File: src/design/rsc_pkg.sv
// Purpose: Shared constants for the reset and stop recovery controller
// Assumes: One clock, AHB-Lite register access with 32-bit data
// Notes:   Register indices are word indices; byte address is index * 4
package rsc_pkg;

	// Register indices and byte address width
	localparam logic [11:0] CAUSE_INDEX    = 12'hFF0;
	localparam logic [11:0] DBGCTL_INDEX   = 12'h001;
	localparam logic [11:0] RCVEN_INDEX    = 12'h002;
	localparam int          ADDR_W         = 14;

	// Cause register fields
	localparam int          CAUSE_POR_BIT  = 7;
	localparam int          CAUSE_STOP_BIT = 6;
	localparam int          CAUSE_WDT_BIT  = 5;
	localparam int          CAUSE_EXT_BIT  = 4;
	localparam int          CAUSE_FLT_BIT  = 3;
	localparam int          FLTSEL_BIT     = 0;
	localparam logic [7:0]  CAUSE_RESET    = 8'h80;
	localparam logic [7:0]  UNLOCK_KEY1    = 8'h14;
	localparam logic [7:0]  UNLOCK_KEY2    = 8'h92;

	// Debugger control and recovery enables
	localparam int          DBG_RST_BIT    = 0;
	localparam int          GPIO_W         = 8;
	localparam logic [7:0]  RCVEN_RESET    = 8'h00;

	// Sequence counts
	localparam logic [6:0]  OSC_HOLD_CYC   = 7'd66;
	localparam logic [6:0]  OPT_LOAD_CYC   = 7'd50;
	localparam logic [4:0]  SYS_TAIL_CYC   = 5'd16;
	localparam logic [2:0]  PIN_QUAL_CYC   = 3'd4;
	localparam logic [3:0]  OSC_DIV        = 4'd1;
	localparam logic [3:0]  SYS_DIV        = 4'd1;
	localparam logic [15:0] VECTOR_ADDR    = 16'h0002;
	localparam int          PWM_W          = 6;

	// Synchronised input bit positions
	localparam int          SY_POR         = 0;
	localparam int          SY_BO          = 1;
	localparam int          SY_WDT         = 2;
	localparam int          SY_PIN         = 3;
	localparam int          SY_FLT         = 4;
	localparam int          SY_GPIO        = 5;
	localparam int          SY_W           = SY_GPIO + GPIO_W;

	typedef enum logic [1:0] {ST_RUN, ST_LOAD, ST_SYS} rsc_state_type;

endpackage

File: src/design/rsc_sync_if.sv
// Purpose: Carrier between the controller and its input synchroniser
// Assumes: Raw inputs are asynchronous to mclk
// Notes:   Clean values are stable once stages two and three agree
`timescale 1ns/1ns
interface rsc_sync_if;
	import rsc_pkg::*;
	logic [SY_W-1:0] raw;
	logic [SY_W-1:0] clean;
	modport sync (input raw, output clean);
	modport user (output raw, input clean);
endinterface

File: src/design/rsc_top.sv
// Purpose: Reset sequencer with stop recovery and cause register
// Assumes: mclk 10 MHz; oscillator and system ticks are mclk enables
// Notes:   Register slave answers every transfer after one wait state
`timescale 1ns/1ns

module rsc_top
	import rsc_pkg::*;
(
	// Clock and reset
	input  wire logic              mclk,
	input  wire logic              reset,
	// AHB-Lite slave
	input  wire logic              hsel,
	input  wire logic [31:0]       haddr,
	input  wire logic [1:0]        htrans,
	input  wire logic              hwrite,
	input  wire logic [2:0]        hsize,
	input  wire logic [31:0]       hwdata,
	input  wire logic              hready,
	output logic      [31:0]       hrdata,
	output logic                   hreadyout,
	output logic                   hresp,
	// Analog monitors and asynchronous sources
	input  wire logic              por_det,
	input  wire logic              brownout_low,
	input  wire logic              wdt_timeout,
	input  wire logic              fault_det,
	input  wire logic [GPIO_W-1:0] gpio_pin,
	// Reset pin, open drain
	input  wire logic              reset_pin_i,
	output logic                   reset_pin_o,
	output logic                   reset_pin_oe_n,
	// Core status and option bits
	input  wire logic              stop_mode,
	input  wire logic              watchdog_reset_option,
	input  wire logic              brownout_in_stop_option,
	input  wire logic              fltsel_option,
	input  wire logic [PWM_W-1:0]  pwm_off_option,
	// Controls to core and peripherals
	output logic                   cpu_reset,
	output logic                   periph_reset,
	output logic                   debugger_reset,
	output logic                   option_load,
	output logic                   sysclk_en,
	output logic                   gpio_input_force,
	output logic                   pwm_hiz,
	output logic                   pwm_drive_off,
	output logic      [PWM_W-1:0]  pwm_off_level,
	output logic                   brownout_enable,
	output logic                   fault0_in,
	output logic                   vector_fetch,
	output logic      [15:0]       vector_addr
);
	rsc_sync_if sy ();

	rsc_state_type   st_q, st_d;
	logic            sys_kind_q, dbg_kind_q;
	logic [6:0]      tot_q;
	logic [6:0]      opt_q;
	logic [4:0]      sys_q;
	logic [3:0]      osc_div_q, sys_div_q;
	logic [2:0]      pin_cnt_q;
	logic            pin_ok_q, pin_prev_q, wdt_prev_q, flt_prev_q;
	logic [GPIO_W-1:0] gpio_prev_q, rcv_en_q;
	logic [7:0]      cause_q;
	logic [1:0]      lock_q;
	logic            dbg_rst_q;
	logic            pend_q, pend_wr_q;
	logic [11:0]     pend_idx_q;
	logic [31:0]     hrdata_q;
	logic            hreadyout_q;
	logic            cpu_rst_q, per_rst_q, dbg_rst_out_q, optld_q, sclk_q;
	logic            gpio_f_q, pwm_hiz_q, pwm_off_q, pin_oe_n_q, bo_en_q;
	logic            fault0_q, vfetch_q;
	logic [PWM_W-1:0] pwm_lvl_q;

	// Input synchroniser
	// Own pin drive is masked so it never reads back as a request
	assign sy.raw = {gpio_pin, fault_det, ~reset_pin_i & pin_oe_n_q,
		wdt_timeout, brownout_low, por_det};
	rsc_sync u_sync (
		.mclk  (mclk),
		.reset (reset),
		.sy    (sy)
	);

	// Tick enables
	wire osc_tick = (osc_div_q == OSC_DIV - 4'd1);
	wire sys_tick = (sys_div_q == SYS_DIV - 4'd1);

	// Request decode
	wire fltsel     = cause_q[FLTSEL_BIT];
	wire bo_active  = sy.clean[SY_BO] & (~stop_mode
		| brownout_in_stop_option);
	wire pwr_req    = sy.clean[SY_POR] | bo_active;
	wire pin_low    = sy.clean[SY_PIN] & ~fltsel;
	wire pin_qual   = pin_low & (pin_cnt_q == PIN_QUAL_CYC);
	wire pin_ev     = pin_qual & ~pin_ok_q & (st_q != ST_SYS);
	wire wdt_ev     = sy.clean[SY_WDT] & ~wdt_prev_q;
	wire flt_ev     = sy.clean[SY_FLT] & ~flt_prev_q;
	wire wdt_sys    = wdt_ev & watchdog_reset_option & ~stop_mode;
	wire [GPIO_W-1:0] gpio_chg = (sy.clean[SY_GPIO +: GPIO_W]
		^ gpio_prev_q) & rcv_en_q;
	wire smr_req    = stop_mode & (wdt_ev | (|gpio_chg));
	wire sys_req    = pwr_req | wdt_sys | pin_ev | flt_ev
		| (dbg_rst_q & ~stop_mode);
	wire any_req    = sys_req | smr_req;
	wire start      = any_req;
	wire dbg_only   = dbg_rst_q & ~(pwr_req | wdt_sys | pin_ev | flt_ev);

	// New cause bits; power events win outright
	function automatic logic [7:0] cause_of(input logic pwr,
		input logic dbg, input logic wdt, input logic pin,
		input logic fault_cause_bit, input logic stop_recovery, input logic keep);
		logic [7:0] c;
		c = '0;
		c[FLTSEL_BIT] = keep;
		if (pwr) begin
			c[CAUSE_POR_BIT] = 1'b1;
		end else begin
			c[CAUSE_POR_BIT]  = dbg;
			c[CAUSE_STOP_BIT] = stop_recovery;
			c[CAUSE_WDT_BIT]  = wdt;
			c[CAUSE_EXT_BIT]  = pin;
			c[CAUSE_FLT_BIT]  = fault_cause_bit;
		end
		return c;
	endfunction

	wire [7:0] new_cause = cause_of(pwr_req, dbg_rst_q & ~stop_mode,
		wdt_ev & (stop_mode | watchdog_reset_option), pin_ev, flt_ev,
		smr_req & ~sys_req, fltsel);

	// Sequence state
	wire opt_done = (opt_q == OPT_LOAD_CYC);
	wire sys_done = (sys_q == SYS_TAIL_CYC) & (tot_q >= OSC_HOLD_CYC);
	always_comb begin
		st_d = st_q;
		case (st_q)
			ST_RUN:  if (start) st_d = ST_LOAD;
			ST_LOAD: if (start) st_d = ST_LOAD;
				else if (opt_done) st_d = ST_SYS;
			ST_SYS:  if (start) st_d = ST_LOAD;
				else if (sys_done) st_d = ST_RUN;
			default: st_d = ST_RUN;
		endcase
	end
	wire in_seq   = (st_d != ST_RUN);
	wire sys_seq  = in_seq & (start ? sys_req : sys_kind_q);
	wire pin_hold = pin_low & (st_q == ST_SYS);

	always_ff @(posedge mclk or posedge reset) begin
		if (reset) begin
			st_q       <= ST_LOAD;
			sys_kind_q <= 1'b1;
			dbg_kind_q <= 1'b0;
			tot_q      <= '0;
			opt_q      <= '0;
			sys_q      <= '0;
		end else begin
			st_q <= st_d;
			if (start) begin
				sys_kind_q <= sys_req;
				dbg_kind_q <= dbg_only;
				// Start cycle is the first counted cycle
				tot_q      <= 7'd1;
				opt_q      <= 7'd1;
				sys_q      <= '0;
			end else begin
				if (osc_tick && tot_q != OSC_HOLD_CYC)
					tot_q <= tot_q + 7'd1;
				if (osc_tick && st_q == ST_LOAD && !opt_done)
					opt_q <= opt_q + 7'd1;
				if (pin_hold)
					sys_q <= '0;
				else if (sys_tick && st_d == ST_SYS && sys_q != SYS_TAIL_CYC)
					sys_q <= sys_q + 5'd1;
			end
		end
	end

	// Dividers, pin filter and edge history
	always_ff @(posedge mclk or posedge reset) begin
		if (reset) begin
			osc_div_q   <= '0;
			sys_div_q   <= '0;
			pin_cnt_q   <= '0;
			pin_ok_q    <= 1'b0;
			wdt_prev_q  <= 1'b0;
			flt_prev_q  <= 1'b0;
			gpio_prev_q <= '0;
		end else begin
			osc_div_q <= osc_tick ? 4'd0 : osc_div_q + 4'd1;
			sys_div_q <= sys_tick ? 4'd0 : sys_div_q + 4'd1;
			if (!pin_low)
				pin_cnt_q <= '0;
			else if (sys_tick && pin_cnt_q != PIN_QUAL_CYC)
				pin_cnt_q <= pin_cnt_q + 3'd1;
			pin_ok_q    <= pin_qual;
			wdt_prev_q  <= sy.clean[SY_WDT];
			flt_prev_q  <= sy.clean[SY_FLT];
			gpio_prev_q <= sy.clean[SY_GPIO +: GPIO_W];
		end
	end

	// Register access
	wire acc     = hsel & htrans[1] & hready;
	wire [11:0] a_idx = haddr[ADDR_W-1:2];
	wire wr_now  = pend_q & pend_wr_q;
	wire [7:0] wb = hwdata[7:0];
	wire wr_cause = wr_now & (pend_idx_q == CAUSE_INDEX);
	wire wr_dbg   = wr_now & (pend_idx_q == DBGCTL_INDEX);
	wire wr_rcv   = wr_now & (pend_idx_q == RCVEN_INDEX);
	wire [7:0] rd_mux = (pend_idx_q == CAUSE_INDEX)  ? cause_q :
		(pend_idx_q == DBGCTL_INDEX) ? {7'd0, dbg_rst_q} :
		(pend_idx_q == RCVEN_INDEX)  ? rcv_en_q : 8'h00;

	always_ff @(posedge mclk or posedge reset) begin
		if (reset) begin
			pend_q      <= 1'b0;
			pend_wr_q   <= 1'b0;
			pend_idx_q  <= '0;
			hrdata_q    <= '0;
			hreadyout_q <= 1'b1;
		end else begin
			pend_q      <= acc & ~pend_q;
			pend_wr_q   <= hwrite;
			pend_idx_q  <= a_idx;
			hreadyout_q <= ~(acc & ~pend_q);
			if (pend_q && !pend_wr_q)
				hrdata_q <= {24'd0, rd_mux};
		end
	end

	// Cause, unlock, debugger request and recovery enables
	always_ff @(posedge mclk or posedge reset) begin
		if (reset) begin
			cause_q   <= CAUSE_RESET;
			lock_q    <= '0;
			dbg_rst_q <= 1'b0;
			rcv_en_q  <= RCVEN_RESET;
		end else begin
			if (start)
				cause_q <= new_cause;
			else if (st_q == ST_LOAD && opt_done && sys_kind_q)
				cause_q[FLTSEL_BIT] <= fltsel_option;
			else if (wr_cause && lock_q == 2'd2)
				cause_q[FLTSEL_BIT] <= wb[FLTSEL_BIT];
			if (wr_cause)
				lock_q <= (lock_q == 2'd0 && wb == UNLOCK_KEY1) ? 2'd1 :
					(lock_q == 2'd1 && wb == UNLOCK_KEY2) ? 2'd2 : 2'd0;
			if (wr_dbg && wb[DBG_RST_BIT])
				dbg_rst_q <= 1'b1;
			else if (start && !stop_mode)
				dbg_rst_q <= 1'b0;
			else if (wr_dbg)
				dbg_rst_q <= 1'b0;
			if (sys_seq)
				rcv_en_q <= RCVEN_RESET;
			else if (wr_rcv)
				rcv_en_q <= wb;
		end
	end

	// Reset outputs
	always_ff @(posedge mclk or posedge reset) begin
		if (reset) begin
			cpu_rst_q     <= 1'b1;
			per_rst_q     <= 1'b1;
			dbg_rst_out_q <= 1'b1;
			optld_q       <= 1'b1;
			sclk_q        <= 1'b0;
			gpio_f_q      <= 1'b1;
			pwm_hiz_q     <= 1'b1;
			pwm_off_q     <= 1'b0;
			pwm_lvl_q     <= '0;
			pin_oe_n_q    <= 1'b0;
			bo_en_q       <= 1'b1;
			fault0_q      <= 1'b0;
			vfetch_q      <= 1'b0;
		end else begin
			cpu_rst_q     <= in_seq;
			per_rst_q     <= sys_seq;
			dbg_rst_out_q <= sys_seq & ~(start ? dbg_only : dbg_kind_q);
			optld_q       <= st_d == ST_LOAD;
			sclk_q        <= st_d != ST_LOAD;
			gpio_f_q      <= sys_seq;
			pwm_hiz_q     <= sys_seq & st_d == ST_LOAD;
			pwm_off_q     <= sys_seq & st_d == ST_SYS;
			if (st_q == ST_LOAD && opt_done)
				pwm_lvl_q <= pwm_off_option;
			pin_oe_n_q    <= ~(sys_seq & st_d == ST_LOAD);
			bo_en_q       <= ~stop_mode | brownout_in_stop_option;
			fault0_q      <= fltsel & sy.clean[SY_PIN];
			vfetch_q      <= st_q == ST_SYS && st_d == ST_RUN;
		end
	end

	assign hrdata           = hrdata_q;
	assign hreadyout        = hreadyout_q;
	assign hresp            = 1'b0;
	assign reset_pin_o      = 1'b0;
	assign reset_pin_oe_n   = pin_oe_n_q;
	assign cpu_reset        = cpu_rst_q;
	assign periph_reset     = per_rst_q;
	assign debugger_reset   = dbg_rst_out_q;
	assign option_load      = optld_q;
	assign sysclk_en        = sclk_q;
	assign gpio_input_force = gpio_f_q;
	assign pwm_hiz          = pwm_hiz_q;
	assign pwm_drive_off    = pwm_off_q;
	assign pwm_off_level    = pwm_lvl_q;
	assign brownout_enable  = bo_en_q;
	assign fault0_in        = fault0_q;
	assign vector_fetch     = vfetch_q;
	assign vector_addr      = VECTOR_ADDR;
endmodule // rsc_top

File: src/design/rsc_sync.sv
// Purpose: Three-stage synchroniser with agreement filter
// Assumes: Raw inputs may change at any time
// Notes:   A change counts once stages two and three agree
`timescale 1ns/1ns
module rsc_sync
	import rsc_pkg::*;
(
	// Clock and reset
	input  wire logic mclk,
	input  wire logic reset,
	// Signals
	rsc_sync_if.sync  sy
);
	logic [SY_W-1:0] s1_q;
	logic [SY_W-1:0] s2_q;
	logic [SY_W-1:0] s3_q;
	logic [SY_W-1:0] clean_q;
	logic [SY_W-1:0] clean_d;
	logic [SY_W-1:0] agree;

	assign agree   = ~(s2_q ^ s3_q);
	assign clean_d = (agree & s3_q) | (~agree & clean_q);
	assign sy.clean = clean_q;

	always_ff @(posedge mclk or posedge reset) begin
		if (reset) begin
			s1_q    <= '0;
			s2_q    <= '0;
			s3_q    <= '0;
			clean_q <= '0;
		end else begin
			s1_q    <= sy.raw;
			s2_q    <= s1_q;
			s3_q    <= s2_q;
			clean_q <= clean_d;
		end
	end
endmodule // rsc_sync

File: config.mk
export PLATFORM = sky130hd
export DESIGN_NAME = rsc_top
export DESIGN_NICKNAME = d
export VERILOG_FILES = /design/src/design/rsc_pkg.sv /design/src/design/rsc_sync_if.sv /design/src/design/rsc_top.sv /design/src/design/rsc_sync.sv
export SDC_FILE = /design/constraint.sdc
export NUM_CORES = 1
export LEC_CHECK = 0
export BUFFER_PORTS_ARGS = -buffer_cell sky130_fd_sc_hd__buf_4
export CORE_MARGIN = 10
export CORE_UTILIZATION = 45
export CTS_BUF_LIST = sky130_fd_sc_hd__clkbuf_8 sky130_fd_sc_hd__clkbuf_16
export CTS_CLUSTER_SIZE = 28
export DETAILED_ROUTE_END_ITERATION = 10
export GPL_TIMING_DRIVEN = 1
export PLACE_DENSITY = 0.78
export SLEW_MARGIN = 25
export SYNTH_ARGS = -nofsm -noshare
export SYNTH_HDL_FRONTEND = slang
export SYNTH_SLANG_ARGS = --single-unit
File: constraint.sdc
create_clock -name mclk -period 7.5 [get_ports mclk]
set_clock_uncertainty 0.15 [all_clocks]
set_input_delay 0.75 -clock mclk [delete_from_list [all_inputs] [get_ports mclk]]
set_output_delay 0.75 -clock mclk [all_outputs]
set_load 0.01 [all_outputs]
==> results.py <==
metrics = {
    "power_and_ir_drop": {
        "leakagePower_uw": 0.00354,
        "ir_worst_vdd_v": 0.000227,
        "powerDensity_nw_per_um2": 261,
    },
    "clocking": {
        "cts_buffers": 17,
        "clock_path_buffers": 2,
        "clock_latency_ns": 0.42,
        "cts_tree": "done",
        "cts_resized": 0,
        "htreeDepth": 4,
        "post_cts_buffers": 0,
        "ctsHoldBuffers": 0,
        "clock-sinks": 154,
        "clk_pin_slew_ns": 0.06,
        "cts_root_buf": "clkbuf_16",
    },
    "timing": {
        "finalCritPeriodShare": 0.394,
        "min_period_ns": 2.95,
        "fin_setup_tns_ns": 0,
        "drv_slew": 0,
        "setup-violations-final": 0,
        "rsz0062_at_grt": "no",
        "final_hold_viol_count": 0,
        "max_freq_ghz": 0.339,
        "slew_headroom": 0.417,
        "worst_pin_slew_ns": 0.873,
    },
    "layout": {
        "multi_input_area_sq_um": 2070,
        "syn_to_final_growth_pct": 20.5,
        "finish.utilization": 0.559,
        "postLayoutCellArea_sq_um": 7490,
        "drive_above_1_share": 0.247,
        "nets": 690,
        "num-fill-cells": 1100,
        "seq_area_sq_um": 3870,
        "antenna_cells": 0,
    },
    "floorplan": {
        "die-height_um": 138,
        "die_x_um": 138,
        "rows": 42,
        "floorplan.initialDensity": 0.464,
        "die_area_sq_um": 18900,
        "io_pins": 166,
        "core_sq_um": 13400,
    },
    "global_routing": {
        "grt_pass1_vias": 4023,
        "antenna_found_initial": 0,
        "overflow": 0,
        "grt_max_degree": 94,
        "grt_pass1_wl_mm": 19.9,
        "track_usage": 0.135,
    },
    "yosys": {
        "synth_cells": 493,
        "syn_avg_cell_area_sq_um": 12.6,
        "ys_warn_count": 0,
        "yosys-top-cells-area": "dfrtp_1 (58%), buf_4 (5.3%), dfstp_2 (4.2%)",
        "ys_seq_area_frac": 0.622,
        "ys_ff_latch": 154,
        "yosys.area.top_type": "dfrtp_1",
        "syn_area_sq_um": 6210,
        "synthDistinctLibCells": 67,
        "ys_async_sr_fraction": 1.00,
        "synthFlopType": "dfrtp_1",
        "synth.top_cell.area_share": 0.580,
        "synth_edf_count": 0,
    },
    "placed_design": {
        "port_buffers": 75,
        "place.gp.congestion": 0.841,
        "place_area_sq_um": 6820,
        "place_hpwl_mm": 8.98,
    },
    "setup_path": {
        "cp_top_family": "compound AO/OA/AOI/OAI gates",
        "crit_path_start_kind": "flop",
        "critPathBufInv": 2,
        "critPathKind": "flop to flop",
        "slowest_stage": "a311oi_2",
        "crit_chain": "inv_1 > ha_1 > and4b_1 > a311oi_2 > nand2_1 > o32ai_2 > clkinv_1 > a21oi_1",
        "cp-end-kind": "flop",
        "cp.arrival_ns": 3.13,
        "cp.required_ns": 7.68,
        "cpPeakStageDelay_ns": 0.49,
        "cp_max_fo": 10,
    },
    "worst_hold_path": {
        "min_path_type": "flop to flop",
    },
    "drt": {
        "viasPerCell": 5.05,
        "drtIter0Drc": 200,
        "via_count": 3876,
        "detail_route.first_pass.iterations": 4,
        "avgRoutedWirePerCell_um": 16.4,
        "ant_nets": 0,
        "routed_wl_mm": 12.6,
        "post-route-drc-count": 0,
    },
    "status": {
        "status": "finished, final reports clean",
    },
    "flow_run": {
        "maxCapViolCount": 0,
    },
}
## cell families (layout without fill, tap and decap cells)
family	count (synthesis)	after routing	share of synthesized area
fa+ha+maj	25	25	0.0451
other cells	2	42	0.00121
simple gates	125	125	0.115
xor+xnor	22	22	0.0310
flops	154	154	0.622
mux	17	17	0.0290
buf+inv	73	132	0.0709
compound gates	75	75	0.0856
## cell type report
cell class,instances,area share
repair buffers,76,0.0762
clock buffers,20,0.0623
flip-flops and latches,154,0.516
well taps,176,0.0294
inverters,26,0.0137
multi-input cells,306,0.276
clock inverters,10,0.0264
## flip-flops by register name, summed over array words and instances (netlist names), 7 cells and up, named ones only
| register | cells |
|---|---|
| pend_idx_q | 12 |
| u_sync.s3_q | 13 |
| rcv_en_q | 8 |
| u_sync.s2_q | 13 |
| hrdata | 8 |
| u_sync.s1_q | 13 |
| gpio_prev_q | 8 |
| opt_q | 7 |
| tot_q | 7 |
## worst register-to-register path, cell delays in order (launching register included)
cell	delay [ns]
dfrtp_1	0.40
inv_1	0.06
ha_1	0.20
and4b_1	0.24
a311oi_2	0.49
nand2_1	0.20
o32ai_2	0.41
clkinv_1	0.41
a21oi_1	0.31
## path summary, 6_finish.rpt
kind,startpoint,endpoint,slack (ns),cells after the start
min in group asynchronous,reset,u_sync.s1_q[4],0.34,2
max in group asynchronous,reset,fault0_in,5.62,3
worst min-delay path,u_sync.s1_q[10],u_sync.s2_q[10],0.20,0
worst max register to register,pin_cnt_q[1],rcv_en_q[5],4.55,8
worst min register to register,u_sync.s1_q[10],u_sync.s2_q[10],0.20,0
worst max-delay path,pin_cnt_q[1],rcv_en_q[5],4.55,8
## cell usage after synthesis, drive strengths merged, types with 3 or more instances
cell,n
buf,45
xor2,15
mux2,8
maj3,13
dfrtp,144
o21ai,17
nand3,16
inv,25
a211oi,4
xnor2,7
o31ai,4
dfstp,10
nor2,27
or3,5
mux2i,9
nand2b,4
nor3,6
and2,3
ha,12
a21oi,25
or4,6
and4,3
a22oi,8
nand2,28
nor2b,5
a21o,3
nand4,6
## report_power, final
part	leakage, uW	switching, uW	internal (uW)	total [uW]
Combinational	0.00128	65.9	45.0	111
Clock	0.000334	309	643	952
Sequential	0.00192	23.6	869	893
## placed cells by master (no fill, tap or decap), types with 3 or more instances in the layout
| master | netlist | layout |
|---|---|---|
| a211oi_1 | 4 | 4 |
| a21oi_1 | 24 | 24 |
| a22oi_1 | 8 | 8 |
| buf_4 | 44 | 76 |
| bufinv_16 | 0 | 6 |
| clkbuf_16 | 0 | 17 |
| clkbuf_8 | 0 | 3 |
| conb_1 | 2 | 42 |
| dfrtp_1 | 144 | 144 |
| dfstp_2 | 10 | 10 |
| ha_1 | 12 | 12 |
| inv_1 | 25 | 26 |
| maj3_1 | 13 | 13 |
| mux2_2 | 8 | 8 |
| mux2i_1 | 9 | 9 |
| nand2_1 | 28 | 28 |
| nand2b_1 | 3 | 3 |
| nand3_1 | 16 | 16 |
| nand4_1 | 6 | 6 |
| nor2_1 | 27 | 27 |
| nor2b_1 | 5 | 5 |
| nor3_1 | 5 | 5 |
| o21ai_0 | 15 | 15 |
| o31ai_1 | 3 | 3 |
| or3_1 | 5 | 5 |
| or4_1 | 5 | 5 |
| xnor2_1 | 7 | 7 |
| xor2_1 | 15 | 15 |
## metrics by stage
step                power [uW]  instances  setup WS [ns]  hold WS [ns]
finish                    1960        768           4.55         0.197
global route              2020        768           4.38         0.204
CTS                       1970        768           4.36         0.198
detailed placement        1020        738           4.06         0.185
global placement          1010        738           4.14         0.182
floorplan                  985        533           2.47         0.181
## per-layer routing
layer	global-route usage	up-vias	routed length, um
met5	0	-	0
met4	0.0591	0	233
met3	0.0386	22	802
met2	0.229	112	6360
met1	0.156	1933	5190
li1	-	1809	-
(Power assumes the default switching activity.)
